$ cat src/hdl/serial0_pkg.sv
// Constants for the primary serial port with address recognition
package serial0_pkg;
	// Register addresses
	localparam logic [7:0] ADDR_CONTROL = 8'h98;
	localparam logic [7:0] ADDR_BUFFER = 8'h99;
	localparam logic [7:0] ADDR_NODE = 8'ha9;
	localparam logic [7:0] ADDR_MASK = 8'hb9;
	localparam logic [7:0] ADDR_BAUD_CFG = 8'hc0;
	// Control register bit positions
	localparam int B_SM0_FE = 7;
	localparam int B_SM1 = 6;
	localparam int B_ADDR_EN = 5;
	localparam int B_REN = 4;
	localparam int B_TB8 = 3;
	localparam int B_RB8 = 2;
	localparam int B_TXC = 1;
	localparam int B_RXC = 0;
	// Baud configuration register bit positions
	localparam int B_SRC_SEL = 7;
	localparam int B_DBL = 6;
	localparam int B_FE_SEL = 5;
	localparam int B_M0_FAST = 4;
	localparam logic [7:0] RESET_BYTE = 8'h00;
	// Timing
	localparam int CLOCK_HZ = 50_000_000;
	localparam logic [3:0] M0_DIV_SLOW = 4'hb;
	localparam logic [3:0] M0_DIV_FAST = 4'h1;
	localparam logic [3:0] OVS_LAST = 4'hf;
	localparam logic [3:0] OVS_MID = 4'h7;
	localparam logic [3:0] M0_LAST_BIT = 4'h7;
	localparam logic [5:0] M2_DIV_LAST = 6'h03;
	typedef enum logic [1:0]
	{
		MODE_SHIFT = 2'b00,
		MODE_UART8 = 2'b01,
		MODE_UART9F = 2'b10,
		MODE_UART9V = 2'b11
	} mode_t;
	typedef enum logic [1:0]
	{
		TX_IDLE = 2'b00,
		TX_SEND = 2'b01,
		TX_STOP = 2'b10
	} tx_state_t;
	typedef enum logic [1:0]
	{
		RX_IDLE = 2'b00,
		RX_RECV = 2'b01,
		RX_STOP = 2'b10
	} rx_state_t;
endpackage

$ cat src/hdl/serial0_port.sv
// Primary serial port: modes, flags, shared buffer, address recognition
// Behaviour
// Mode bits pick shift register, 8-bit variable, 9-bit fixed, 9-bit variable
// Bad stop bit sets framing error; only software clears it
// Control bit 7 shows framing error or low mode bit per select bit
// 9-bit modes with filter: receive flag needs ninth bit 1 and match
// 8-bit mode with filter: receive flag needs valid stop and match
// Software keeps filter enable clear in shift-register mode
// Frames are received only while receive enable is set
// 9-bit modes send the written transmit ninth bit
// Receive ninth bit takes ninth bit, or stop bit in 8-bit unfiltered
// Transmit flag: end of eighth bit in mode 0, else stop start
// Receive flag: end of eighth bit in mode 0, else mid stop
// Software clears transmit and receive flags; hardware only sets
// One data buffer holds byte to send and last received byte
// Given address is node address with mask zero bits don't care
// Broadcast is address OR mask, zero bits don't care
// Reset clears node address and mask, disabling detection
// Source select routes secondary baud timer overflow for variable modes
// Software loads timer 2 reload values for wanted rate
// Framing error recorded whatever the select bit holds
// Doubler doubles rate in modes 1, 2 and 3
// Shift-mode rate select picks clock over 12 or over 2
// Match compares only bits whose don't-care qualifier is 1
// Writing the buffer while idle starts a transmission
`timescale 1ns/1ns
module serial0_port
	import serial0_pkg::*;
(
	// Clock and reset
	input wire logic ref_clk,
	input wire logic rstn,
	// Register port
	input wire logic [7:0] reg_addr,
	input wire logic [7:0] reg_wdata,
	input wire logic reg_wr,
	input wire logic reg_rd,
	output logic [7:0] reg_rdata,
	// Baud timer overflow pulses
	input wire logic timer_ovf,
	input wire logic secondary_baud_timer_ovf,
	// Serial pins
	input wire logic rxd_in,
	output logic rxd_out,
	output logic rxd_oe_n,
	output logic txd
);
	import serial0_pkg::*;

	logic [7:0] ctrl_q;
	logic [7:0] cfg_q;
	logic [7:0] buf_q;
	logic [7:0] node_q;
	logic [7:0] mask_q;
	logic fe_q;
	logic mode_lo;
	mode_t mode;
	logic [7:0] ctrl_view;

	// Bit 7 holds the low mode bit; framing error lives separately
	assign mode_lo = ctrl_q[B_SM0_FE];
	assign mode = mode_t'({mode_lo, ctrl_q[B_SM1]});
	assign ctrl_view = {cfg_q[B_FE_SEL] ? fe_q : mode_lo,
		ctrl_q[6:0]};

	wire wr_ctrl = reg_wr && reg_addr == ADDR_CONTROL;
	wire wr_buf = reg_wr && reg_addr == ADDR_BUFFER;

	// Rate generation
	logic [3:0] m0_cnt_q;
	logic [1:0] m2_cnt_q;
	logic ovf_half_q;
	logic m0_tick;
	logic tick16;
	wire var_src = cfg_q[B_SRC_SEL] ? secondary_baud_timer_ovf
		: timer_ovf;
	assign m0_tick = m0_cnt_q == (cfg_q[B_M0_FAST] ? M0_DIV_FAST
		: M0_DIV_SLOW);
	always_comb
	begin
		if (mode == MODE_UART9F)
			tick16 = cfg_q[B_DBL] ? m2_cnt_q[0] == M2_DIV_LAST[0]
				: m2_cnt_q == M2_DIV_LAST[1:0];
		else
			tick16 = var_src && (cfg_q[B_DBL] || ovf_half_q);
	end
	always_ff @(posedge ref_clk)
	begin
		if (!rstn || m0_tick)
			m0_cnt_q <= '0;
		else
			m0_cnt_q <= m0_cnt_q + 4'h1;
	end
	always_ff @(posedge ref_clk)
	begin
		if (!rstn)
			m2_cnt_q <= '0;
		else
			m2_cnt_q <= m2_cnt_q + 2'h1;
	end
	always_ff @(posedge ref_clk)
	begin
		if (!rstn)
			ovf_half_q <= 1'b0;
		else if (var_src)
			ovf_half_q <= ~ovf_half_q;
	end

	// Transmitter
	tx_state_t tx_st_q;
	logic [9:0] tx_sh_q;
	logic [3:0] tx_bit_q;
	logic [3:0] tx_ovs_q;
	logic tx_done;
	logic tx_line_q;
	wire nine = mode[1];
	wire tx_tick = (mode == MODE_SHIFT) ? m0_tick
		: (tick16 && tx_ovs_q == OVS_LAST);
	wire [3:0] tx_bits = nine ? 4'h9 : 4'h8;
	always_ff @(posedge ref_clk)
	begin
		if (!rstn)
			tx_ovs_q <= '0;
		else if (tx_st_q == TX_IDLE)
			tx_ovs_q <= '0;
		else if (tick16)
			tx_ovs_q <= tx_ovs_q + 4'h1;
	end
	always_ff @(posedge ref_clk)
	begin
		tx_done <= 1'b0;
		if (!rstn)
		begin
			tx_st_q <= TX_IDLE;
			tx_sh_q <= '1;
			tx_bit_q <= '0;
			tx_line_q <= 1'b1;
		end
		else
			unique case (tx_st_q)
				TX_IDLE:
					if (wr_buf)
					begin
						tx_sh_q <= {ctrl_q[B_TB8], reg_wdata, 1'b0};
						if (mode == MODE_SHIFT)
							tx_sh_q <= {2'b11, reg_wdata};
						tx_bit_q <= '0;
						tx_st_q <= TX_SEND;
					end
				TX_SEND:
					if (tx_tick)
					begin
						tx_line_q <= tx_sh_q[0];
						tx_sh_q <= {1'b1, tx_sh_q[9:1]};
						tx_bit_q <= tx_bit_q + 4'h1;
						if (mode == MODE_SHIFT && tx_bit_q == M0_LAST_BIT)
							tx_st_q <= TX_STOP;
						else if (mode != MODE_SHIFT
							&& tx_bit_q == tx_bits + 4'h1)
						begin
							// Last data bit has had its full bit time
							tx_line_q <= 1'b1;
							tx_done <= 1'b1;
							tx_st_q <= TX_STOP;
						end
					end
				TX_STOP:
					if (tx_tick)
					begin
						tx_line_q <= 1'b1;
						tx_st_q <= TX_IDLE;
						// Shift mode: flag once the eighth bit time is over
						if (mode == MODE_SHIFT)
							tx_done <= 1'b1;
					end
				default:
					tx_st_q <= TX_IDLE;
			endcase
	end
	// Shift mode drives data on the data pin, clock on the tx pin
	assign rxd_out = tx_line_q;
	assign rxd_oe_n = !(mode == MODE_SHIFT && tx_st_q != TX_IDLE);

	// Receiver
	rx_state_t rx_st_q;
	logic [3:0] rx_ovs_q;
	logic [3:0] rx_bit_q;
	logic [8:0] rx_sh_q;
	logic rx_prev_q;
	logic rx_done;
	logic rx_stop_bad;
	logic [7:0] rx_byte;
	logic rx_ninth;
	wire rx_mid = tick16 && rx_ovs_q == OVS_MID;
	always_ff @(posedge ref_clk)
	begin
		if (!rstn)
			rx_prev_q <= 1'b1;
		else
			rx_prev_q <= rxd_in;
	end
	always_ff @(posedge ref_clk)
	begin
		rx_done <= 1'b0;
		rx_stop_bad <= 1'b0;
		if (!rstn)
		begin
			rx_st_q <= RX_IDLE;
			rx_ovs_q <= '0;
			rx_bit_q <= '0;
			rx_sh_q <= '0;
		end
		else
			unique case (rx_st_q)
				RX_IDLE:
				begin
					rx_ovs_q <= '0;
					rx_bit_q <= '0;
					// Shift mode receives when enabled and flag clear
					if (ctrl_q[B_REN] && mode == MODE_SHIFT
						&& !ctrl_q[B_RXC] && tx_st_q == TX_IDLE)
						rx_st_q <= RX_RECV;
					else if (ctrl_q[B_REN] && mode != MODE_SHIFT
						&& rx_prev_q && !rxd_in)
						rx_st_q <= RX_RECV;
				end
				RX_RECV:
					if (mode == MODE_SHIFT)
					begin
						if (m0_tick)
						begin
							rx_sh_q <= {1'b0, rxd_in, rx_sh_q[7:1]};
							rx_bit_q <= rx_bit_q + 4'h1;
							if (rx_bit_q == M0_LAST_BIT)
							begin
								rx_done <= 1'b1;
								rx_st_q <= RX_IDLE;
							end
						end
					end
					else if (tick16)
					begin
						rx_ovs_q <= rx_ovs_q + 4'h1;
						if (rx_mid)
						begin
							rx_bit_q <= rx_bit_q + 4'h1;
							if (rx_bit_q == '0 && rxd_in)
								rx_st_q <= RX_IDLE;
							else if (rx_bit_q != '0)
								rx_sh_q <= {rxd_in, rx_sh_q[8:1]};
							if (rx_bit_q == tx_bits)
								rx_st_q <= RX_STOP;
						end
					end
				RX_STOP:
					if (rx_mid)
					begin
						rx_done <= 1'b1;
						rx_stop_bad <= !rxd_in;
						rx_sh_q <= nine ? rx_sh_q : {rxd_in, rx_sh_q[8:1]};
						rx_st_q <= RX_IDLE;
					end
					else if (tick16)
						rx_ovs_q <= rx_ovs_q + 4'h1;
				default:
					rx_st_q <= RX_IDLE;
			endcase
	end
	assign rx_byte = rx_sh_q[7:0];
	// Shift clock low one count per bit, so data holds across its rise
	wire m0_clk_on = (tx_st_q != TX_IDLE && tx_bit_q != '0)
		|| rx_st_q == RX_RECV;
	assign txd = (mode == MODE_SHIFT)
		? !(m0_clk_on && m0_cnt_q == '0) : tx_line_q;
	assign rx_ninth = rx_sh_q[8];

	// Address recognition
	wire [7:0] bcast = node_q | mask_q;
	wire given_hit = ((rx_byte ^ node_q) & mask_q) == '0;
	wire bcast_hit = ((rx_byte ^ bcast) & bcast) == '0;
	wire addr_hit = given_hit || bcast_hit;
	logic rx_accept;
	always_comb
	begin
		rx_accept = 1'b1;
		if (ctrl_q[B_ADDR_EN] && nine)
			rx_accept = rx_ninth && addr_hit;
		else if (ctrl_q[B_ADDR_EN] && mode == MODE_UART8)
			rx_accept = !rx_stop_bad && addr_hit;
	end
	wire rx_post = rx_done && rx_accept;

	// Control register; hardware sets win over software clears
	always_ff @(posedge ref_clk)
	begin
		if (!rstn)
			ctrl_q <= RESET_BYTE;
		else
		begin
			if (wr_ctrl)
			begin
				ctrl_q[6:0] <= reg_wdata[6:0];
				if (!cfg_q[B_FE_SEL])
					ctrl_q[B_SM0_FE] <= reg_wdata[B_SM0_FE];
			end
			if (tx_done)
				ctrl_q[B_TXC] <= 1'b1;
			if (rx_post)
			begin
				ctrl_q[B_RXC] <= 1'b1;
				if (nine || (mode == MODE_UART8 && !ctrl_q[B_ADDR_EN]))
					ctrl_q[B_RB8] <= rx_ninth;
			end
		end
	end
	always_ff @(posedge ref_clk)
	begin
		if (!rstn)
			fe_q <= 1'b0;
		else if (rx_stop_bad)
			fe_q <= 1'b1;
		else if (wr_ctrl && cfg_q[B_FE_SEL])
			fe_q <= reg_wdata[B_SM0_FE];
	end
	always_ff @(posedge ref_clk)
	begin
		if (!rstn)
			buf_q <= RESET_BYTE;
		else if (rx_post)
			buf_q <= rx_byte;
		else if (wr_buf)
			buf_q <= reg_wdata;
	end
	always_ff @(posedge ref_clk)
	begin
		if (!rstn)
		begin
			node_q <= RESET_BYTE;
			mask_q <= RESET_BYTE;
			cfg_q <= RESET_BYTE;
		end
		else if (reg_wr)
		begin
			if (reg_addr == ADDR_NODE)
				node_q <= reg_wdata;
			if (reg_addr == ADDR_MASK)
				mask_q <= reg_wdata;
			if (reg_addr == ADDR_BAUD_CFG)
				cfg_q <= {reg_wdata[7:4], 4'h0};
		end
	end
	always_ff @(posedge ref_clk)
	begin
		if (!rstn)
			reg_rdata <= RESET_BYTE;
		else if (reg_rd)
			unique case (reg_addr)
				ADDR_CONTROL: reg_rdata <= ctrl_view;
				ADDR_BUFFER: reg_rdata <= buf_q;
				ADDR_NODE: reg_rdata <= node_q;
				ADDR_MASK: reg_rdata <= mask_q;
				ADDR_BAUD_CFG: reg_rdata <= cfg_q;
				default: reg_rdata <= RESET_BYTE;
			endcase
		else
			reg_rdata <= RESET_BYTE;
	end

	// Checks
	a_fe_sticky: assert property (@(posedge ref_clk) disable iff (!rstn)
		rx_stop_bad |=> fe_q)
		else $error("framing error not recorded");
	a_rxc_filter_nine: assert property (@(posedge ref_clk)
		disable iff (!rstn)
		rx_done && ctrl_q[B_ADDR_EN] && nine && !rx_ninth
		&& !ctrl_q[B_RXC] && !wr_ctrl |=> !ctrl_q[B_RXC])
		else $error("receive flag set despite filter");
	a_rxc_filter_eight: assert property (@(posedge ref_clk)
		disable iff (!rstn)
		rx_done && ctrl_q[B_ADDR_EN] && mode == MODE_UART8
		&& rx_stop_bad && !ctrl_q[B_RXC] && !wr_ctrl
		|=> !ctrl_q[B_RXC])
		else $error("receive flag set on bad stop");
	a_no_rx_disabled: assert property (@(posedge ref_clk)
		disable iff (!rstn)
		rx_st_q == RX_IDLE && !ctrl_q[B_REN] |=> rx_st_q == RX_IDLE)
		else $error("reception started while disabled");
	a_txc_set: assert property (@(posedge ref_clk) disable iff (!rstn)
		tx_done |=> ctrl_q[B_TXC])
		else $error("transmit flag not set");
	a_rxc_set: assert property (@(posedge ref_clk) disable iff (!rstn)
		rx_post |=> ctrl_q[B_RXC] && buf_q == $past(rx_byte))
		else $error("receive flag or buffer not updated");
	a_tx_start: assert property (@(posedge ref_clk) disable iff (!rstn)
		tx_st_q == TX_IDLE && wr_buf |=> tx_st_q == TX_SEND)
		else $error("buffer write did not start transmit");
	a_bit7_view: assert property (@(posedge ref_clk) disable iff (!rstn)
		reg_rd && reg_addr == ADDR_CONTROL && cfg_q[B_FE_SEL]
		|=> reg_rdata[B_SM0_FE] == $past(fe_q))
		else $error("bit 7 does not show framing error");
endmodule // serial0_port

$ cat config.mk
export PLATFORM = sky130hd
export DESIGN_NAME = serial0_port
export DESIGN_NICKNAME = d
export VERILOG_FILES = /design/src/hdl/serial0_pkg.sv /design/src/hdl/serial0_port.sv
export SDC_FILE = /design/constraint.sdc
export NUM_CORES = 1
export LEC_CHECK = 0
export BUFFER_PORTS_ARGS = -buffer_cell sky130_fd_sc_hd__clkbuf_2
export CORE_ASPECT_RATIO = 2
export CORE_MARGIN = 1
export CORE_UTILIZATION = 50
export CTS_BUF_LIST = sky130_fd_sc_hd__clkbuf_2 sky130_fd_sc_hd__clkbuf_4 sky130_fd_sc_hd__clkbuf_8
export DETAILED_ROUTE_END_ITERATION = 8
export PLACE_DENSITY = 0.72
export SLEW_MARGIN = 20
export SYNTH_ARGS = -nofsm -noshare
export SYNTH_HDL_FRONTEND = slang
export SYNTH_SLANG_ARGS = --single-unit
$ cat constraint.sdc
create_clock -name ref_clk -period 3.82 [get_ports ref_clk]
set_input_delay 0.764 -clock ref_clk [delete_from_list [all_inputs] [get_ports ref_clk]]
set_output_delay 0.764 -clock ref_clk [all_outputs]
set_load 0.005 [all_outputs]
==> impl_metrics.sql <==
INSERT INTO impl_metrics (metric_group, metric, value, unit) VALUES
('clock_network', 'cts_sinks', '96', ''),
('clock_network', 'cts.hold.buffers_added', '0', ''),
('floorplan', 'ioPinCount', '34', ''),
('synthesis', 'synthesized_flop_and_latch_total', '96', ''),
('power_and_ir_drop', 'vdd.ir_drop.worst', '0.295', 'mV'),
('clock_network', 'htree_levels', '3', ''),
('detailed_routing', 'count_of_antenna_violating_nets_left_after_detailed_routing', '0', ''),
('placement', 'detailed_place_hpwl', '10100', 'um'),
('sta', 'max-slew-margin-rel', '0.404', ''),
('synthesis', 'async_flop_share', '0', ''),
('sta', 'finClkSkew', '14.2', 'ps'),
('layout', 'design_area', '0.00553', 'mm^2'),
('global_routing', 'number_of_global_route_vias_before_repair', '4464', ''),
('global_routing', 'grt_use_total', '0.272', ''),
('detailed_routing', 'route.final.wire_length', '13600', 'um'),
('floorplan', 'initial_utilization', '0.519', ''),
('setup_path', 'worst_path_largest_cell_delay', '740', 'ps'),
('sta', 'post_layout_minimum_cycle_time', '2710', 'ps'),
('clock_network', 'post_cts.resized_instances', '0', ''),
('synthesis', 'synth.net_count', '642', ''),
('worst_hold_path', 'min_path_type', 'reg -> reg', ''),
('setup_path', 'cp.required', '4120', 'ps'),
('layout', 'nNetsFinal', '662', ''),
('detailed_routing', 'drt-vias-per-instance', '5.94', ''),
('detailed_routing', 'dr.first_iter.drc_count', '220', ''),
('sta', 'hold_viol', '0', ''),
('placement', 'placer_s_final_routability_congestion_estimate', '1.01', ''),
('detailed_routing', 'detail_route.first_pass.iterations', '7', ''),
('power_and_ir_drop', 'total_power', '1.88', 'mW'),
('power_and_ir_drop', 'power.density_cell_area', '340', 'mW/mm^2'),
('floorplan', 'vertical_die_dimension', '145', 'um'),
('placement', 'io_buffer_count', '33', ''),
('synthesis', 'synth-edff-count', '0', ''),
('run', 'max_cap_violations', '0', ''),
('synthesis', 'post-synth-top-area-fraction', '0.377', ''),
('synthesis', 'synth.avg_cell_area', '8.46', 'um^2'),
('clock_network', 'ctsLongestPathBuffers', '2', ''),
('placement', 'postPlaceCellArea', '0.00536', 'mm^2'),
('synthesis', 'synth_cell_types', '65', ''),
('floorplan', 'design.die.area', '0.0106', 'mm^2'),
('sta', 'finalSetupViolations', '0', ''),
('synthesis', 'post-synth-top-area-cell', 'dfxtp_1', ''),
('floorplan', 'core_region_area', '0.00983', 'mm^2'),
('synthesis', 'netlist_area', '0.00510', 'mm^2'),
('floorplan', 'placementRows', '51', ''),
('clock_network', 'worst_skew_late_latency', '380', 'ps'),
('sta', 'rsz0062_at_grt', 'no', ''),
('setup_path', 'crit_buf_inv', '0', ''),
('synthesis', 'synth-seq-area-share', '0.377', ''),
('sta', 'fmax', '369', 'MHz'),
('setup_path', 'startpoint_type', 'flop', ''),
('setup_path', 'setup.worst_path.end_class', 'flop', ''),
('power_and_ir_drop', 'leakagePower', '2.05', 'nW'),
('global_routing', 'grt_max_degree', '45', ''),
('sta', 'finalSetupTns', '0', 'ps'),
('sta', 'tightest_slew', '894', 'ps'),
('synthesis', 'dominantRegCellSynth', 'dfxtp_1', ''),
('layout', 'layout_commonest_cell', 'dfxtp_1', ''),
('setup_path', 'critPathMaxFanout', '14', ''),
('synthesis', 'synthesis.yosys.warnings', '0', ''),
('placement', 'dp_cells', '744', ''),
('setup_path', 'worst-setup-path-type', 'reg -> reg', ''),
('detailed_routing', 'vias', '4516', ''),
('outcome', 'run_status', 'finished, final reports clean', ''),
('layout', 'fin_cells', '760', ''),
('clock_network', 'clock-root-buffer', 'clkbuf_8', ''),
('global_routing', 'first_pass_grt_wire_length', '21800', 'um'),
('clock_network', 'tritoncts', 'built', ''),
('setup_path', 'critical_path_cell_list', 'nand2b_1 > a21o_1 > o311ai_2 > o21ai_1 > a221oi_1 > mux2i_1', ''),
('layout', 'post_route_cells_drive_above_1_share', '0.131', ''),
('setup_path', 'family_of_cells_with_the_greatest_summed_delay_on_the_critical_path', 'compound AO/OA/AOI/OAI gates', '');
## worst paths after layout
path | from | endpoint | slack (ps) | depth (start not counted)
hold / removal | m2_cnt_q[0]$_SDFF_PN0_ | m2_cnt_q[0]$_SDFF_PN0_ | 460 | 1
setup reg to reg | ctrl_q[7]$_SDFFE_PN0P_ | rx_st_q[0]$_SDFFE_PN0P_ | 1110 | 6
setup / recovery | ctrl_q[7]$_SDFFE_PN0P_ | rx_st_q[0]$_SDFFE_PN0P_ | 1110 | 6
hold reg to reg | m2_cnt_q[0]$_SDFF_PN0_ | m2_cnt_q[0]$_SDFF_PN0_ | 460 | 1
## per-layer routing
metal	part of all wire	GRT usage	vias to the layer above
met5	0	0	-
met4	0.055	0.159	0
met3	0.040	0.0395	50
met2	0.53	0.506	134
met1	0.38	0.279	2153
li1	-	-	2179
## synthesized netlist by cell type (2+ instances only)
cell / number
a21boi_0: 13
a21oi_1: 30
a221oi_1: 4
a22oi_1: 8
and2_1: 7
and3_1: 2
and3b_1: 2
and4_1: 3
buf_2: 4
clkbuf_1: 26
dfxtp_1: 96
ha_1: 16
inv_1: 20
mux2_2: 11
mux2i_1: 42
nand2_1: 90
nand2b_1: 7
nand3_1: 28
nand3b_1: 2
nand4_1: 5
nor2_1: 42
nor2_4: 2
nor2b_1: 17
nor3_1: 3
nor3b_1: 5
nor4_1: 3
nor4b_1: 3
o2111ai_1: 3
o211a_1: 5
o211ai_1: 11
o21a_1: 5
o21ai_0: 27
o21bai_1: 3
o22ai_1: 6
o31ai_1: 4
or2_2: 4
or3_1: 4
xnor2_1: 3
xor2_1: 11
## power by group
group	internal (mW)	leakage, nW	total [mW]	switching [mW]
Combinational	0.0784	1.18	0.209	0.130
Clock	0.243	0.0946	0.630	0.387
Sequential	1.02	0.775	1.04	0.0159
Total	1.34	2.05	1.88	0.533
## flip-flops by register name, indices dropped and copies added, names as in the netlist, 8 cells and up
name       flops
node_q         8
tx_sh_q       10
reg_rdata      8
rx_sh_q        9
ctrl_q         8
mask_q         8
buf_q          8
## cell families (layout without fill, tap and decap cells)
kind of cell,Yosys count,count (layout),synth area share
flops,96,96,0.377
xor+xnor,14,14,0.0240
mux,54,54,0.110
buf+inv,52,77,0.0407
simple gates,236,236,0.230
fa+ha+maj,16,16,0.0393
compound gates,135,135,0.179
## per-stage QoR
step / util / setup slack (ps) / hold WS, ps
after floorplan: - / 1190 / 418
after global placement: 0.545 / 965 / 440
after detailed placement: 0.545 / 914 / 439
after CTS: 0.563 / 1060 / 461
after global routing: 0.563 / 847 / 498
final: 0.563 / 1110 / 460
## worst register-to-register path, delay by kind of cell (launching register included)
kind               cells  cell delay [ps]
DFF                    1              740
AOI/OAI and AO/OA      4             1420
and+or+nand+nor        1              230
muxes                  1              240
## cell type report
type | instances | area, um^2
Sequential cell | 96 | 1920
Fill cell | 934 | 4300
Inverter | 20 | 75.1
Clock buffer | 9 | 124
Clock inverter | 7 | 50.0
Timing Repair Buffer | 41 | 225
Multi-Input combinational cell | 455 | 2970
Tap cell | 132 | 165
(Power assumes the default switching activity.)
